==> config.mk <==
export PLATFORM = sky130hd
export DESIGN_NAME = dsc_counter_top
export DESIGN_NICKNAME = d
export VERILOG_FILES = /design/src/pkg/dsc_pkg.sv /design/src/rtl/dsc_counter_top.sv /design/src/rtl/dsc_sync.sv /design/src/rtl/dsc_timebase.sv
export VERILOG_INCLUDE_DIRS = /design/src /design/src/pkg
export SDC_FILE = /design/constraint.sdc
export NUM_CORES = 1
export LEC_CHECK = 0
export ABC_AREA = 1
export BUFFER_PORTS_ARGS = -buffer_cell sky130_fd_sc_hd__buf_2
export CAP_MARGIN = 20
export CORE_UTILIZATION = 25
export CTS_CLUSTER_DIAMETER = 100
export DETAILED_ROUTE_END_ITERATION = 7
export PLACE_DENSITY = 0.48
export SYNTH_ARGS = -nofsm -noshare
export SYNTH_HDL_FRONTEND = slang
export SYNTH_SLANG_ARGS = --single-unit
==> constraint.sdc <==
create_clock -name clk -period 2.7 [get_ports clk]
set_clock_uncertainty 0.1 [all_clocks]
set_input_delay 0.54 -clock clk [delete_from_list [all_inputs] [get_ports clk]]
set_output_delay 0.54 -clock clk [all_outputs]
set_load 0.01 [all_outputs]
==> src/pkg/dsc_params.svh <==
// named constants of the dual seconds counter
`ifndef DSC_PARAMS_SVH
`define DSC_PARAMS_SVH
// ************************************************
// timing
// ************************************************
`define DSC_CLK_HZ 200000000
`define DSC_OSC_HZ 32768
`define DSC_TRIM_STEP 1
// ************************************************
// serial framing and command fields
// ************************************************
`define DSC_CMD_BITS 8
`define DSC_DATA_BITS 32
`define DSC_B_CONT 7
`define DSC_B_SON 6
`define DSC_B_TRIM_HI 5
`define DSC_B_TRIM_LO 3
`define DSC_B_CLR_CONT 2
`define DSC_B_CLR_SON 1
`define DSC_B_READ 0
// ************************************************
// trim values
// ************************************************
`define DSC_TRIM_RESET 3'h3
`define DSC_TRIM_MID 3'h3
`define DSC_TRIM_STOP 3'h0
`endif

==> src/pkg/dsc_pkg.sv <==
// types of the dual seconds counter
package dsc_pkg;
  typedef enum logic [2:0] {
    dsc_idle = 3'h0,
    dsc_cmd = 3'h1,
    dsc_read = 3'h3,
    dsc_write = 3'h5,
    dsc_done = 3'h7
  } dsc_state_t;
  typedef logic [4:0] dsc_bits_t;
  typedef logic [2:0] dsc_trim_t;
  typedef logic [31:0] dsc_word_t;
endpackage

==> src/rtl/dsc_counter_top.sv <==
// dual seconds counter behind a three wire serial port
`include "dsc_params.svh"
// ************************************************
// top of the dual seconds counter
// ************************************************
// Summary of operation
// - two 32-bit seconds counters advance once a second from the oscillator
// - first 8 serial bits of a session fill the command register on sclk rise
// - without main supply the serial port is off and ignores everything
// - without main supply only the continuous counter runs; supply counter holds
// - command bit 7 picks the continuous counter for the 32-bit transfer
// - command bit 6 picks the supply-on counter for the 32-bit transfer
// - reads snapshot the counter after the command byte and shift the copy
// - writes buffer 32 bits and load the counter on the 32nd rise
// - bits 7 and 6 both set load trim from bits 5..3, later clocks ignored
// - trim 000 stops the oscillator; higher runs faster, lower slower
// - command bit 2 clears the continuous counter when session enable drops
// - command bit 1 clears the supply-on counter at session end; both together
// - command bit 0 one means device sends, zero means host writes
// - a clock cycle is fall then rise; write data valid at the rise
// - dropping session enable aborts the transfer and floats the data line
// - after 32 write bits further clocks are ignored until a new session
// - read bits go out on falling edges, the first right after the command
// - during a read the data line is driven only while sclk is low
// - 1 Hz square tick is driven only while main supply is present
module dsc_counter_top #(
  parameter int unsigned OSC_CYCLES = `DSC_CLK_HZ / `DSC_OSC_HZ,
  parameter int unsigned TICKS_PER_SEC = `DSC_OSC_HZ,
  parameter int unsigned TRIM_STEP = `DSC_TRIM_STEP
) (
  input wire logic clk,
  input wire logic nrst,
  input wire logic session_en,
  input wire logic sclk,
  input wire logic dq_in,
  output logic dq_out,
  output logic dq_oe,
  input wire logic supply_ok,
  output logic tick_out
);
  localparam dsc_pkg::dsc_bits_t CMD_LAST = dsc_pkg::dsc_bits_t'(`DSC_CMD_BITS - 1);
  localparam dsc_pkg::dsc_bits_t DATA_LAST = dsc_pkg::dsc_bits_t'(`DSC_DATA_BITS - 1);

  // ************************************************
  // pin sampling
  // ************************************************
  logic [3:0] sync_q;
  logic s_ce;
  logic s_sclk;
  logic s_dq;
  logic s_pwr;
  logic sclk_d;
  logic ce_d;
  logic sess;
  logic rise;
  logic fall;
  logic end_ok;

  dsc_sync #(
    .WIDTH(4)
  ) u_sync (
    .clk(clk),
    .nrst(nrst),
    .din({supply_ok, dq_in, sclk, session_en}),
    .dout(sync_q)
  );

  // filtered pin levels and edges
  assign s_ce = sync_q[0];
  assign s_sclk = sync_q[1];
  assign s_dq = sync_q[2];
  assign s_pwr = sync_q[3];
  assign sess = s_ce && s_pwr;
  assign rise = s_sclk && !sclk_d;
  assign fall = !s_sclk && sclk_d;
  assign end_ok = ce_d && !s_ce && s_pwr;

  // ************************************************
  // timebase
  // ************************************************
  dsc_pkg::dsc_trim_t trim;
  logic sec_pulse;
  logic half_high;

  dsc_timebase #(
    .OSC_CYCLES(OSC_CYCLES),
    .TICKS_PER_SEC(TICKS_PER_SEC),
    .TRIM_STEP(TRIM_STEP)
  ) u_timebase (
    .clk(clk),
    .nrst(nrst),
    .trim(trim),
    .sec_pulse(sec_pulse),
    .half_high(half_high)
  );

  // ************************************************
  // serial engine
  // ************************************************
  dsc_pkg::dsc_state_t state;
  dsc_pkg::dsc_state_t next_state;
  dsc_pkg::dsc_bits_t bits;
  dsc_pkg::dsc_bits_t next_bits;
  dsc_pkg::dsc_word_t shift;
  dsc_pkg::dsc_word_t next_shift;
  dsc_pkg::dsc_word_t snap;
  dsc_pkg::dsc_word_t next_snap;
  dsc_pkg::dsc_trim_t next_trim;
  logic next_dout;
  logic drv;
  logic next_drv;
  logic sel_c;
  logic next_sel_c;
  logic clr_c;
  logic next_clr_c;
  logic clr_s;
  logic next_clr_s;
  logic [7:0] cmd_word;
  dsc_pkg::dsc_word_t wr_word;
  logic cmd_last;
  logic wr_last;
  logic is_trim;
  logic is_xfer;
  dsc_pkg::dsc_word_t cont;
  dsc_pkg::dsc_word_t son;

  // decode of the byte and word being completed
  assign cmd_word = {s_dq, shift[`DSC_DATA_BITS-1 -: `DSC_CMD_BITS-1]};
  assign wr_word = {s_dq, shift[`DSC_DATA_BITS-1:1]};
  assign cmd_last = sess && state == dsc_pkg::dsc_cmd && rise && bits == CMD_LAST;
  assign wr_last = sess && state == dsc_pkg::dsc_write && rise && bits == DATA_LAST;
  assign is_trim = cmd_word[`DSC_B_CONT] && cmd_word[`DSC_B_SON];
  assign is_xfer = cmd_word[`DSC_B_CONT] ^ cmd_word[`DSC_B_SON];

  // next state of the serial engine
  always_comb begin
    next_state = state;
    next_bits = bits;
    next_shift = shift;
    next_snap = snap;
    next_trim = trim;
    next_dout = dq_out;
    next_drv = drv;
    next_sel_c = sel_c;
    next_clr_c = clr_c;
    next_clr_s = clr_s;
    if (!sess) begin
      next_state = dsc_pkg::dsc_idle;
      next_bits = '0;
      next_drv = 1'b0;
      next_clr_c = 1'b0;
      next_clr_s = 1'b0;
    end else begin
      case (state)
        dsc_pkg::dsc_idle: begin
          next_state = dsc_pkg::dsc_cmd;
          next_bits = '0;
        end
        dsc_pkg::dsc_cmd: begin
          if (rise) begin
            next_shift = wr_word;
            next_bits = bits + 1'b1;
          end
          if (cmd_last) begin
            next_bits = '0;
            next_sel_c = cmd_word[`DSC_B_CONT];
            if (is_trim) begin
              next_trim = cmd_word[`DSC_B_TRIM_HI:`DSC_B_TRIM_LO];
              next_state = dsc_pkg::dsc_done;
            end else if (is_xfer) begin
              next_state = cmd_word[`DSC_B_READ] ? dsc_pkg::dsc_read : dsc_pkg::dsc_write;
              next_snap = cmd_word[`DSC_B_CONT] ? cont : son;
            end else begin
              next_clr_c = cmd_word[`DSC_B_CLR_CONT];
              next_clr_s = cmd_word[`DSC_B_CLR_SON];
              next_state = dsc_pkg::dsc_done;
            end
          end
        end
        dsc_pkg::dsc_read: begin
          if (fall) begin
            next_dout = snap[0];
            next_snap = {1'b0, snap[`DSC_DATA_BITS-1:1]};
            next_drv = 1'b1;
          end
          if (rise) begin
            next_bits = bits + 1'b1;
            if (bits == DATA_LAST) begin
              next_state = dsc_pkg::dsc_done;
              next_drv = 1'b0;
            end
          end
        end
        dsc_pkg::dsc_write: begin
          if (rise) begin
            next_shift = wr_word;
            next_bits = bits + 1'b1;
          end
          if (wr_last) begin
            next_state = dsc_pkg::dsc_done;
          end
        end
        dsc_pkg::dsc_done: begin
          next_state = dsc_pkg::dsc_done;
        end
        default: begin
          next_state = dsc_pkg::dsc_idle;
        end
      endcase
    end
  end

  // serial engine registers
  always_ff @(posedge clk or negedge nrst) begin
    if (!nrst) begin
      state <= dsc_pkg::dsc_idle;
      bits <= '0;
      shift <= '0;
      snap <= '0;
      trim <= `DSC_TRIM_RESET;
      dq_out <= 1'b0;
      drv <= 1'b0;
      sel_c <= 1'b0;
      clr_c <= 1'b0;
      clr_s <= 1'b0;
      sclk_d <= 1'b0;
      ce_d <= 1'b0;
    end else begin
      state <= next_state;
      bits <= next_bits;
      shift <= next_shift;
      snap <= next_snap;
      trim <= next_trim;
      dq_out <= next_dout;
      drv <= next_drv;
      sel_c <= next_sel_c;
      clr_c <= next_clr_c;
      clr_s <= next_clr_s;
      sclk_d <= s_sclk;
      ce_d <= s_ce;
    end
  end

  // data line driven only in the low half of a read clock
  assign dq_oe = sess && state == dsc_pkg::dsc_read && drv && !s_sclk;

  // ************************************************
  // seconds counters and tick
  // ************************************************
  dsc_pkg::dsc_word_t next_cont;
  dsc_pkg::dsc_word_t next_son;
  logic next_tick;

  // counting, loads and clears; clear wins over load, load over count
  always_comb begin
    next_cont = cont;
    next_son = son;
    if (sec_pulse) begin
      next_cont = cont + 1'b1;
    end
    if (sec_pulse && s_pwr) begin
      next_son = son + 1'b1;
    end
    if (wr_last && sel_c) begin
      next_cont = wr_word;
    end
    if (wr_last && !sel_c) begin
      next_son = wr_word;
    end
    if (end_ok && clr_c) begin
      next_cont = '0;
    end
    if (end_ok && clr_s) begin
      next_son = '0;
    end
    next_tick = s_pwr && half_high;
  end

  always_ff @(posedge clk or negedge nrst) begin
    if (!nrst) begin
      cont <= '0;
      son <= '0;
      tick_out <= 1'b0;
    end else begin
      cont <= next_cont;
      son <= next_son;
      tick_out <= next_tick;
    end
  end

  // ************************************************
  // checks
  // ************************************************
  cont_step_a: assert property (
    @(posedge clk) disable iff (!nrst)
    sec_pulse && !wr_last && !end_ok |=> cont == $past(cont) + 32'h1
  ) else $error("continuous counter did not step");

  cmd_len_a: assert property (
    @(posedge clk) disable iff (!nrst)
    cmd_last |=> state != dsc_pkg::dsc_cmd && bits == '0
  ) else $error("command byte not closed after eight bits");

  port_off_a: assert property (
    @(posedge clk) disable iff (!nrst)
    !s_pwr |=> state == dsc_pkg::dsc_idle && !dq_oe
  ) else $error("serial port active without supply");

  son_hold_a: assert property (
    @(posedge clk) disable iff (!nrst)
    !s_pwr |=> $stable(son)
  ) else $error("supply counter moved without supply");

  xfer_dir_a: assert property (
    @(posedge clk) disable iff (!nrst)
    cmd_last && is_xfer |=>
      state == ($past(cmd_word[`DSC_B_READ]) ? dsc_pkg::dsc_read : dsc_pkg::dsc_write)
  ) else $error("transfer direction wrong");

  snap_take_a: assert property (
    @(posedge clk) disable iff (!nrst)
    cmd_last && is_xfer |=> snap == (sel_c ? $past(cont) : $past(son))
  ) else $error("snapshot does not match the selected counter");

  write_load_a: assert property (
    @(posedge clk) disable iff (!nrst)
    wr_last && !end_ok |=> (sel_c ? cont : son) == $past(wr_word)
  ) else $error("written word not loaded");

  trim_load_a: assert property (
    @(posedge clk) disable iff (!nrst)
    cmd_last && is_trim |=> trim == $past(cmd_word[`DSC_B_TRIM_HI:`DSC_B_TRIM_LO]) && state == dsc_pkg::dsc_done
  ) else $error("trim not loaded");

  clear_cont_a: assert property (
    @(posedge clk) disable iff (!nrst)
    end_ok && clr_c |=> cont == 32'h0
  ) else $error("continuous counter not cleared");

  abort_a: assert property (
    @(posedge clk) disable iff (!nrst)
    !sess |-> !dq_oe ##1 state == dsc_pkg::dsc_idle
  ) else $error("transfer not aborted");

  done_stay_a: assert property (
    @(posedge clk) disable iff (!nrst)
    state == dsc_pkg::dsc_done && sess |=> state == dsc_pkg::dsc_done
  ) else $error("clocks after transfer not ignored");

  read_bit_a: assert property (
    @(posedge clk) disable iff (!nrst)
    sess && state == dsc_pkg::dsc_read && fall |=> dq_out == $past(snap[0]) && drv
  ) else $error("read bit not presented on falling edge");

  drive_low_a: assert property (
    @(posedge clk) disable iff (!nrst)
    dq_oe |-> !s_sclk && state == dsc_pkg::dsc_read
  ) else $error("data line driven while clock high");

  tick_gate_a: assert property (
    @(posedge clk) disable iff (!nrst)
    !s_pwr |=> !tick_out
  ) else $error("tick driven without supply");
endmodule

==> src/rtl/dsc_sync.sv <==
// three stage synchroniser with agreement filter
module dsc_sync #(
  parameter int unsigned WIDTH = 1
) (
  input wire logic clk,
  input wire logic nrst,
  input wire logic [WIDTH-1:0] din,
  output logic [WIDTH-1:0] dout
);
  logic [WIDTH-1:0] ff1;
  logic [WIDTH-1:0] ff2;
  logic [WIDTH-1:0] ff3;
  logic [WIDTH-1:0] next_out;

  generate
    if (WIDTH < 1) begin : g_chk
      $error("dsc_sync needs a width of one or more");
    end
  endgenerate

  // a bit moves only once stages two and three agree
  always_comb begin
    next_out = (~(ff2 ^ ff3) & ff2) | ((ff2 ^ ff3) & dout);
  end

  // stage one feeds stage two only
  always_ff @(posedge clk or negedge nrst) begin
    if (!nrst) begin
      ff1 <= '0;
      ff2 <= '0;
      ff3 <= '0;
      dout <= '0;
    end else begin
      ff1 <= din;
      ff2 <= ff1;
      ff3 <= ff2;
      dout <= next_out;
    end
  end
endmodule

==> src/rtl/dsc_timebase.sv <==
// trimmable oscillator model and seconds prescaler
`include "dsc_params.svh"
module dsc_timebase #(
  parameter int unsigned OSC_CYCLES = `DSC_CLK_HZ / `DSC_OSC_HZ,
  parameter int unsigned TICKS_PER_SEC = `DSC_OSC_HZ,
  parameter int unsigned TRIM_STEP = `DSC_TRIM_STEP
) (
  input wire logic clk,
  input wire logic nrst,
  input wire dsc_pkg::dsc_trim_t trim,
  output logic sec_pulse,
  output logic half_high
);
  localparam int unsigned PW = $clog2(OSC_CYCLES + 4 * TRIM_STEP + 1);
  localparam int unsigned TW = $clog2(TICKS_PER_SEC);
  localparam logic [TW-1:0] TICK_LAST = TW'(TICKS_PER_SEC - 1);
  localparam logic [TW-1:0] TICK_HALF = TW'(TICKS_PER_SEC / 2);

  logic [PW-1:0] pre;
  logic [PW-1:0] next_pre;
  logic [TW-1:0] ticks;
  logic [TW-1:0] next_ticks;
  logic next_sec;
  logic next_half;
  logic run;
  logic osc_edge;

  generate
    if (OSC_CYCLES < 4 * TRIM_STEP + 2 || TICKS_PER_SEC < 2) begin : g_chk
      $error("dsc_timebase period too short for the trim range");
    end
  endgenerate

  // oscillator period in clk cycles less one (last prescaler count); higher trim runs faster
  function automatic logic [PW-1:0] period_of(input dsc_pkg::dsc_trim_t t);
    int d;
    d = int'(`DSC_TRIM_MID) - int'(t);
    return PW'(int'(OSC_CYCLES) + d * int'(TRIM_STEP) - 1);
  endfunction

  // oscillator edges and seconds count
  always_comb begin
    run = trim != `DSC_TRIM_STOP;
    osc_edge = run && (pre >= period_of(trim));
    next_pre = pre;
    next_ticks = ticks;
    if (osc_edge) begin
      next_pre = '0;
      next_ticks = (ticks == TICK_LAST) ? '0 : ticks + 1'b1;
    end else if (run) begin
      next_pre = pre + 1'b1;
    end
    next_sec = osc_edge && (ticks == TICK_LAST);
    next_half = ticks < TICK_HALF;
  end

  always_ff @(posedge clk or negedge nrst) begin
    if (!nrst) begin
      pre <= '0;
      ticks <= '0;
      sec_pulse <= 1'b0;
      half_high <= 1'b0;
    end else begin
      pre <= next_pre;
      ticks <= next_ticks;
      sec_pulse <= next_sec;
      half_high <= next_half;
    end
  end
endmodule

* Yosys cells after proc, flatten, opt, wreduce, memory -nomap -nowiden
Index checks and enable logic that the tools add are counted.
** Cells by class
- Add/sub/neg operators :: 8
- Magnitude comparators :: 2
- Equal/unequal tests :: 21
- Mux-type cells :: 43
- Bitwise gates (word level) :: 6
- Reductions and logical operators :: 42
** Operators with widths (count)
- two-way mux 32 bit :: 11
- adder 32 x 1 -> 32 bit, second input constant :: 2
- case mux 32 bit (2 select lines) :: 1
- two-way mux 13 bit :: 2
- two-way mux 3 bit :: 8
- logical AND 1 bit :: 23
- adder 15 x 1 -> 15 bit, second input constant :: 1
- equality test 15 bit, second input constant :: 1
- < comparator 15 bit, second input constant :: 1
- two-way mux 1 bit :: 15
- two-way mux 15 bit :: 1
- two-way mux 5 bit :: 3
- case mux 3 bit (5 select lines) :: 1
- case mux 5 bit (3 select lines) :: 1
- adder 13 x 1 -> 13 bit, second input constant :: 1
- adder 13 bit, first input constant :: 1
- greater-or-equal comparator 13 bit :: 1
- subtractor 13 x 2 -> 13 bit, second input constant :: 1
- != test 2 bit, second input constant :: 6
- != test 3 bit, second input constant :: 4
- AND reduction 4 bit :: 3
- AND reduction 3 bit :: 3
- nonzero test 3 bit :: 3
- AND 4 bit :: 2
- 18 further kinds :: 26
** Word-level totals
- Flip-flop bits (word level) :: 193
- Bits of input ports :: 6
- Output and inout port bits :: 3
- Logic and storage cells :: 145

* Depth between registers and ports, before layout
Gate-level depths: netlist (run 1).
- Word-level depth :: 7
- Depth in mapped cells :: 14
- Mapped depth without buffers :: 13

* Modules after synthesis
From an unflattened synthesis (run 1), not the netlist that was laid out.
** Unflattened totals
- Cell total of the unflattened synthesis :: 1650
- Area, all modules :: 11289.6 µm²
** By module, submodules not included
- dsc_counter_top :: times used 1, cells each 1344, area each 8857.2 µm², seq. area each 3656.0 µm²
- dsc_timebase :: times used 1, cells each 274, area each 1966.9 µm², seq. area each 750.7 µm²
- dsc_sync :: times used 1, cells each 32, area each 465.4 µm², seq. area each 400.4 µm²

* Worst setup path after synthesis (run 1)
Ideal clock, no wire load.
- Kind :: reg2reg
- Start :: register trim[1]
- End :: register u_timebase.pre[11]
- Library setup time :: 0.063 ns
- Arrival :: 2.025 ns
- Data required time :: 2.537 ns
- Path slack :: 0.512 ns
- Stages on the path, launching flop included :: 15
- Buffers on the path :: 1
- Clock period less this slack :: 2.188 ns
- Path through :: dfstp_2 -> inv_1 -> ha_1 -> inv_1 -> ha_1 -> nand2_1 -> nor2_1 -> nand2_1 -> nor2_1 -> nor2_1 -> nand2_1 -> nand2_2 -> buf_2 -> nand3_1 -> inv_1
** On the way
- Word-level cells in the longest chain between the ends :: 6
- Elaborated cells on any way between the ends :: 8
- Classes of those cells :: add/sub: 3; order compare: 1; mux: 1; reduce/logical: 3
** Ends and longest elaborated chain
- from (decl) :: line dsc_counter_top.sv:81 : dsc_pkg::dsc_trim_t trim;
- from (signal assigned) :: line dsc_counter_top.sv:220 : trim <= `DSC_TRIM_RESET;
- from (signal assigned) :: line dsc_counter_top.sv:233 : trim <= next_trim;
- subtractor 2 x 3 -> 4 bit :: line dsc_timebase.sv:37 : d = int'(`DSC_TRIM_MID) - int'(t);
- adder 13 bit :: line dsc_timebase.sv:38 : return PW'(int'(OSC_CYCLES) + d * int'(TRIM_STEP) - 1);
- subtractor 13 x 2 -> 13 bit :: line dsc_timebase.sv:38
- greater-or-equal comparator 13 bit :: line dsc_timebase.sv:44 : osc_edge = run && (pre >= period_of(trim));
- logical AND 1 bit :: line dsc_timebase.sv:44
- two-way mux 13 bit or nonzero test 2 bit (tied branches)
- to (signal assigned) :: line dsc_timebase.sv:64 : pre <= next_pre;
- to (decl) :: line dsc_timebase.sv:19 : logic [PW-1:0] pre;
Several ways; a longest one is shown, not always the timed one.
A chain may end at the register's enable or synchronous reset.

* Final worst setup path (run 1)
- Start :: register bits[0]
- End :: register cont[30]
** On the way
- Word-level cells in the longest chain between the ends :: 5
- Elaborated cells on any way between the ends :: 6
- Classes of those cells :: eq/ne: 1; mux: 2; reduce/logical: 3
** Ends and longest elaborated chain
- from (decl) :: line dsc_counter_top.sv:102 : dsc_pkg::dsc_bits_t bits;
- from (signal assigned) :: line dsc_counter_top.sv:230 : bits <= next_bits;
- equality test 5 bit * :: line dsc_counter_top.sv:131 : assign wr_last = sess && state == dsc_pkg::dsc_write && rise && bits == DATA_LAST;
- logical AND 1 bit * :: line dsc_counter_top.sv:131
- logical AND 1 bit * :: line dsc_counter_top.sv:264 : if (wr_last && sel_c) begin
- two-way mux 32 bit :: line dsc_counter_top.sv:264
- two-way mux 32 bit :: line dsc_counter_top.sv:270 : if (end_ok && clr_c) begin
- to (signal assigned) :: line dsc_counter_top.sv:285 : cont <= next_cont;
- to (decl) :: line dsc_counter_top.sv:124 : dsc_pkg::dsc_word_t cont;
Mark *: on every way between the ends. The rest lies on a longest branch, timed or not.

==> results of run 1 <==
[timing repair]
item,CTS,global route
setup endpoints to repair,0,2
resized for setup,0,1
setup buffers,0,0
[worst max-delay path by stage]
stage,end,slack [ns]
2_1_floorplan,u_timebase.pre[11],0.51
5_1_grt,cont[30],0.02
6_report,cont[30],0.24
3_5_place_dp,son[8],0.25
4_1_cts,son[8],0.22
3_3_place_gp,son[15],0.28
[logic make-up after synthesis]
kind of cell | after synthesis | synth area share
and+or+nand+nor | 1153 | 0.409
buffers and inverters | 206 | 0.0729
AOI/OAI and AO/OA | 130 | 0.0631
muxes | 1 | 0.000984
adders and majority gates | 16 | 0.0166
DFF | 192 | 0.420
xor gates and xnor gates | 22 | 0.0168
[power breakdown]
group          total, mW  internal (mW)  switching (mW)
logic              0.312         0.0760           0.236
registers           2.97           2.92          0.0546
clock network       2.71           1.38            1.33
total               6.00           4.37            1.62
[through the flow]
step	instances	hold WS [ns]	area [µm²]	power, mW	utilization
final	2336	0.00618	12900	6.00	0.285
after CTS	2336	0.0142	12900	6.08	0.285
after detailed placement	2304	0.235	12300	3.35	0.271
after global routing	2336	0.0479	12900	6.22	0.285
after global placement	2304	0.233	12300	3.34	0.271
after floorplan	1720	0.144	11400	3.17	-
[synthesized netlist by cell type (9+ instances only)]
cell / count
a21oi_1: 9
buf_2: 19
nand3_1: 131
a31oi_1: 32
inv_1: 148
o21ai_0: 68
nand2_1: 712
o21ai_1: 9
dfrtp_1: 190
clkbuf_1: 29
nor2_1: 255
ha_1: 12
xor2_1: 17
nand4_1: 19
[routing by layer]
layer / vias to the layer above / GRT usage / routed length (µm)
met1: 5032 / 0.212 / 16800
li1: 5399 / - / -
met4: 0 / 0.0547 / 923
met5: - / 0 / 0
met3: 45 / 0.0296 / 1370
met2: 170 / 0.249 / 16000
[area by class of cell]
type	instances	area, µm²
well taps	600	751
clock inverters	13	164
repair buffers	37	329
fillers	5006	32400
clock buffers	19	453
multi-input cells	1322	5810
flip-flops and latches	192	4810
inverters	153	578
[worst register-to-register path, stage by stage, from the launching register on]
cell and delay, ns:
dfrtp_1 0.41, ha_1 0.20, nand2_1 0.09, nor2_1 0.10, ha_1 0.14, inv_1 0.04, nor2_2 0.30, nand3_4 0.23
nand2_1 0.13, nand2_2 0.13, buf_4 0.20, nor2_1 0.18, nand2_1 0.08, nand2_1 0.05
[state kept, by name (all words and copies together), names as in the netlist, named ones only]
name	cells
cont	32
snap	32
son	32
shift	31
u_timebase.ticks	15
u_timebase.pre	13
bits	5
u_sync.ff1	4
u_sync.ff2	4
u_sync.ff3	4
state	3
trim	3
ce_d	1
clr_c	1
clr_s	1
dq_out	1
drv	1
sclk_d	1
sel_c	1
tick_out	1
u_timebase.half_high	1
u_timebase.sec_pulse	1
==> reports/metrics.cfg, run 1 <==
[synthesis]
synth_nets = 1738
synthTopCellsByArea = dfrtp_1 (42%), nand2_1 (23%), nor2_1 (8.4%)
netlist_instances = 1720
async_flop_share = 1.00
synth_top_area_cell = dfrtp_1
yosysSeqAreaShare = 0.420
ys_types = 36
synth_edf_count = 0
yosys.area.top_type_share = 0.416
yosysWarnings = 0
syn_avg_cell_area_um2 = 6.65
syn-cell-area_mm2 = 0.0114
ys.flop_type = dfrtp_1
yosys_register_bits = 192

[critical_path]
critPathSlowestCell = dfrtp_1
path_buf_inv = 2
timing.rr.start = bits[0]
worstSetupStartpoint = bits[0]
path_depth = 13
path_max_fanout = 13
ff2ff_path_depth = 13
reg2reg_slack_ns = 0.24
start_kind = flip-flop
critPathArrivalTime_ns = 2.76
criticalPathCategory = flip-flop to flip-flop
crit_chain = ha_1, nand2_1, nor2_1, ha_1, inv_1, nor2_2, nand3_4, nand2_1, nand2_2, buf_4, nor2_1, nand2_1, nand2_1
slowest_delay_ns = 0.41
cpMostUsedCell = nand2_1
r2r-end = cont[30]
cp.required_ns = 3.00
critPathCaptureType = flip-flop
crit_family = simple AND/OR/NAND/NOR gates

[sta]
setup_viol = 0
period_needed_ns = 2.46
worst_pin_slew_ns = 0.645
hold_viol_final = 0
fin_crit_sh = 0.913
rsz0062_at_grt = no
setup_ws_ns = 0.235
clock.fmax_mhz = 406
relSlewSlack = 0.570
timing.setup.tns_ns = 0
final_max_slew_viol_count = 0

[die]
die_height_um = 216
fp.dieW_um = 216
num_rows = 78
die_area_mm2 = 0.0466
start_util = 0.253
ios = 9
core_mm2 = 0.0453

[detailed_routing]
vias = 10600
vias_per_cell = 4.56
drc = 0
wl_um = 35100
wl_per_cell_um = 15.0
drt_first_pass_iters = 5
initialDrtViolationCount = 695
antenna_left = 0

[clock_network]
clk_pin_slew_ns = 0.08
cts_hold_buf = 0
cts-buffers-inserted = 17
clk_latency_ns = 0.47
cts_tree = built
ctsHtreeMaxLevel = 4
clockBufferDepth = 2
clock-root-buffer = clkbuf_16
cts_sinks = 192

[finish]
num_antenna_cells = 0
drive_above_1_share = 0.0565
layout_common_cells = nand2_1 (712), nor2_1 (255), dfrtp_1 (190)
nets = 1741
area_growth_syn_to_layout_pct = 12.6
final_common_cell = nand2_1

[hold_path]
hold_path.class = input port to asynchronous set/reset pin

[power]
power_density_mw_per_mm2 = 465
p_leak_nw = 6.34
ir_worst_vdd_mv = 0.506

[global_routing]
grt_usage = 0.157
antenna_found_initial = 0
grt_max_degree = 70
grt_pass1_vias = 10200
grt_pass1_wl_um = 57500
gr-total-overflow = 0

[job]
max_cap_viol_count = 0

[place]
gp_congestion = 0.865
dpl.hpwl_um = 25800
place_ws_ns = 0.249
placement.io_buffers = 8

[status]
status = finished, final reports clean

Note: power is estimated with default switching activity, not from simulation.
==> run 2, diff against run 1 <==
--- a/config.mk
+++ b/config.mk
@@ -12,6 +12,7 @@
 export CORE_UTILIZATION = 25
 export CTS_CLUSTER_DIAMETER = 100
 export DETAILED_ROUTE_END_ITERATION = 7
+export GPL_TIMING_DRIVEN = 0
 export PLACE_DENSITY = 0.48
 export SYNTH_ARGS = -nofsm -noshare
 export SYNTH_HDL_FRONTEND = slang
==> run 2 against run 1 <==
Net effect:
- via count increased by 1.1%
- flip-flop and latch count unchanged
- fmax decreased by 1.8%
- final cell count increased by 1.1%
- die area unchanged
- wire length increased by 3.9%
- cell area increased by 0.44%
- combinational power decreased by 3%
- core utilization increased by 0.12 points
- count of clock-buffer cells in the layout decreased by 2
- clock power about the same
- largest power group unchanged
==> reports/metrics.cfg, run 2 (synthesis results as in run 1) <==
[finish]
layout_common_cells = nand2_1 (712), nor2_1 (255), dfrtp_1 (190)
final_common_cell = nand2_1
area_growth_syn_to_layout_pct = 13.1
reg_top3 = cont: 32 flops, snap: 32 flops, son: 32 flops
num_antenna_cells = 0
nets = 1767
drive_above_1_share = 0.0545

[detailed_routing]
vias = 10800
vias_per_cell = 4.56
drt_first_pass_iters = 6
wl_per_cell_um = 15.5
initialDrtViolationCount = 933
antenna_left = 0
wl_um = 36500
drc = 0

[global_routing]
gr-total-overflow = 0
top_usage_layer = met2
grt_usage = 0.161
grt_max_degree = 118
grt_pass1_wl_um = 58300
grt_pass1_vias = 10300
grt_util_met2 = 0.260
use_met3 = 0.0261
grtUsageMet1 = 0.223
antenna_found_initial = 0

[hold_path]
hold_path.class = input port to flip-flop
whs_path_depth = 1

[power]
power_frac_clock = 0.453
power_density_mw_per_mm2 = 462
swShare = 0.286
p_leak_nw = 6.37
p_int_mw = 4.27
p_seq_frac = 0.496
netSwitchingPower_mw = 1.71
ir_worst_vdd_mv = 0.479
comb_power_share = 0.051

[sta]
fin_crit_sh = 0.929
relSlewSlack = 0.514
clock.fmax_mhz = 398
period_needed_ns = 2.51
setup_viol = 0
hold_viol_final = 0
rsz0062_at_grt = no
final_max_slew_viol_count = 0
hold_slack_ns = 0.0752
worst_pin_slew_ns = 0.728
timing.setup.tns_ns = 0

[clock_network]
clk_pin_slew_ns = 0.08
ctsHtreeMaxLevel = 4
cts-buffers-inserted = 17
clock-root-buffer = clkbuf_16
clk_latency_ns = 0.47
clockBufferDepth = 2
cts_tree = built
cts_sinks = 192

[critical_path]
start_kind = flip-flop
path_max_fanout = 10
path_buf_inv = 3
criticalPathCategory = flip-flop to output pin
ff2ff_path_depth = 13
critPathCaptureType = output pin
critPathSlowestCell = dfrtp_1
crit_chain = inv_1, nand3_4, clkbuf_4, nor4_2, buf_2
cp.required_ns = 2.06
critPathArrivalTime_ns = 1.87
crit_family = buffers and inverters
path_depth = 5
slowest_delay_ns = 0.45

[die]
core_mm2 = 0.0453
die_area_mm2 = 0.0466
num_rows = 78
fp.dieW_um = 216
die_height_um = 216
start_util = 0.253
ios = 9

[place]
gp_congestion = 0.879
placement.io_buffers = 8
dpl.hpwl_um = 27500

[status]
status = finished, final reports clean

[job]
max_cap_viol_count = 0

[run 2: area by class of cell]
cell class                 instances  area (µm²)
fill                            4999       32300
multi-input combinational       1322        5830
sequential                       192        4810
tap                              600         751
inverter                         153         574
clock buffer                      17         425
buffer                            53         268
clock inverter                    15         201
timing repair buffer              10        87.6
[run 2: path summary, 6_finish.rpt]
| path | start | to | slack [ns] |
|---|---|---|---|
| max in group asynchronous | nrst | son[8] | 0.95 |
| setup reg to reg | trim[1] | u_timebase.sec_pulse | 0.20 |
| setup / recovery | state[2] | dq_oe | 0.19 |
| hold reg to reg | u_sync.ff1[3] | u_sync.ff2[3] | 0.25 |
| min in group asynchronous | nrst | cont[30] | 0.52 |
| hold / removal | supply_ok | u_sync.ff1[3] | 0.08 |
[run 2: layer usage]
metal / part of all wire / vias to the layer above
li1: - / 5460
met2: 0.46 / 207
met3: 0.036 / 23
met1: 0.49 / 5072
met4: 0.012 / 0
met5: 0 / -
[run 2: per-stage QoR]
stage	total power, mW	worst slack, ns	instance area [µm²]	std cells	util
after floorplan	3.17	0.512	11400	1720	-
after global placement	3.32	-2.53	12200	2328	0.270
after detailed placement	3.32	0.128	12300	2329	0.271
after CTS	6.05	0.0116	12900	2362	0.285
after global routing	6.20	0.00546	12900	2362	0.286
final	5.98	0.190	12900	2362	0.286
[run 2: power groups by stage]
stage	Combinational, mW	Sequential, mW	Clock [mW]
6_report	0.304	2.96	2.71
5_1_grt	0.343	2.97	2.89
4_1_cts	0.307	2.96	2.78
3_5_place_dp	0.305	3.02	0
3_3_place_gp	0.296	3.02	0
2_1_floorplan	0.168	3.00	0
[run 2: timing repair]
item	in CTS	in global routing
hold endpoints to repair	75	0
gates cloned	0	0
setup endpoints to repair	1	48
setup buffers	0	0
pin swaps	0	0
gates resized for setup	3	7
hold buffers	1	0
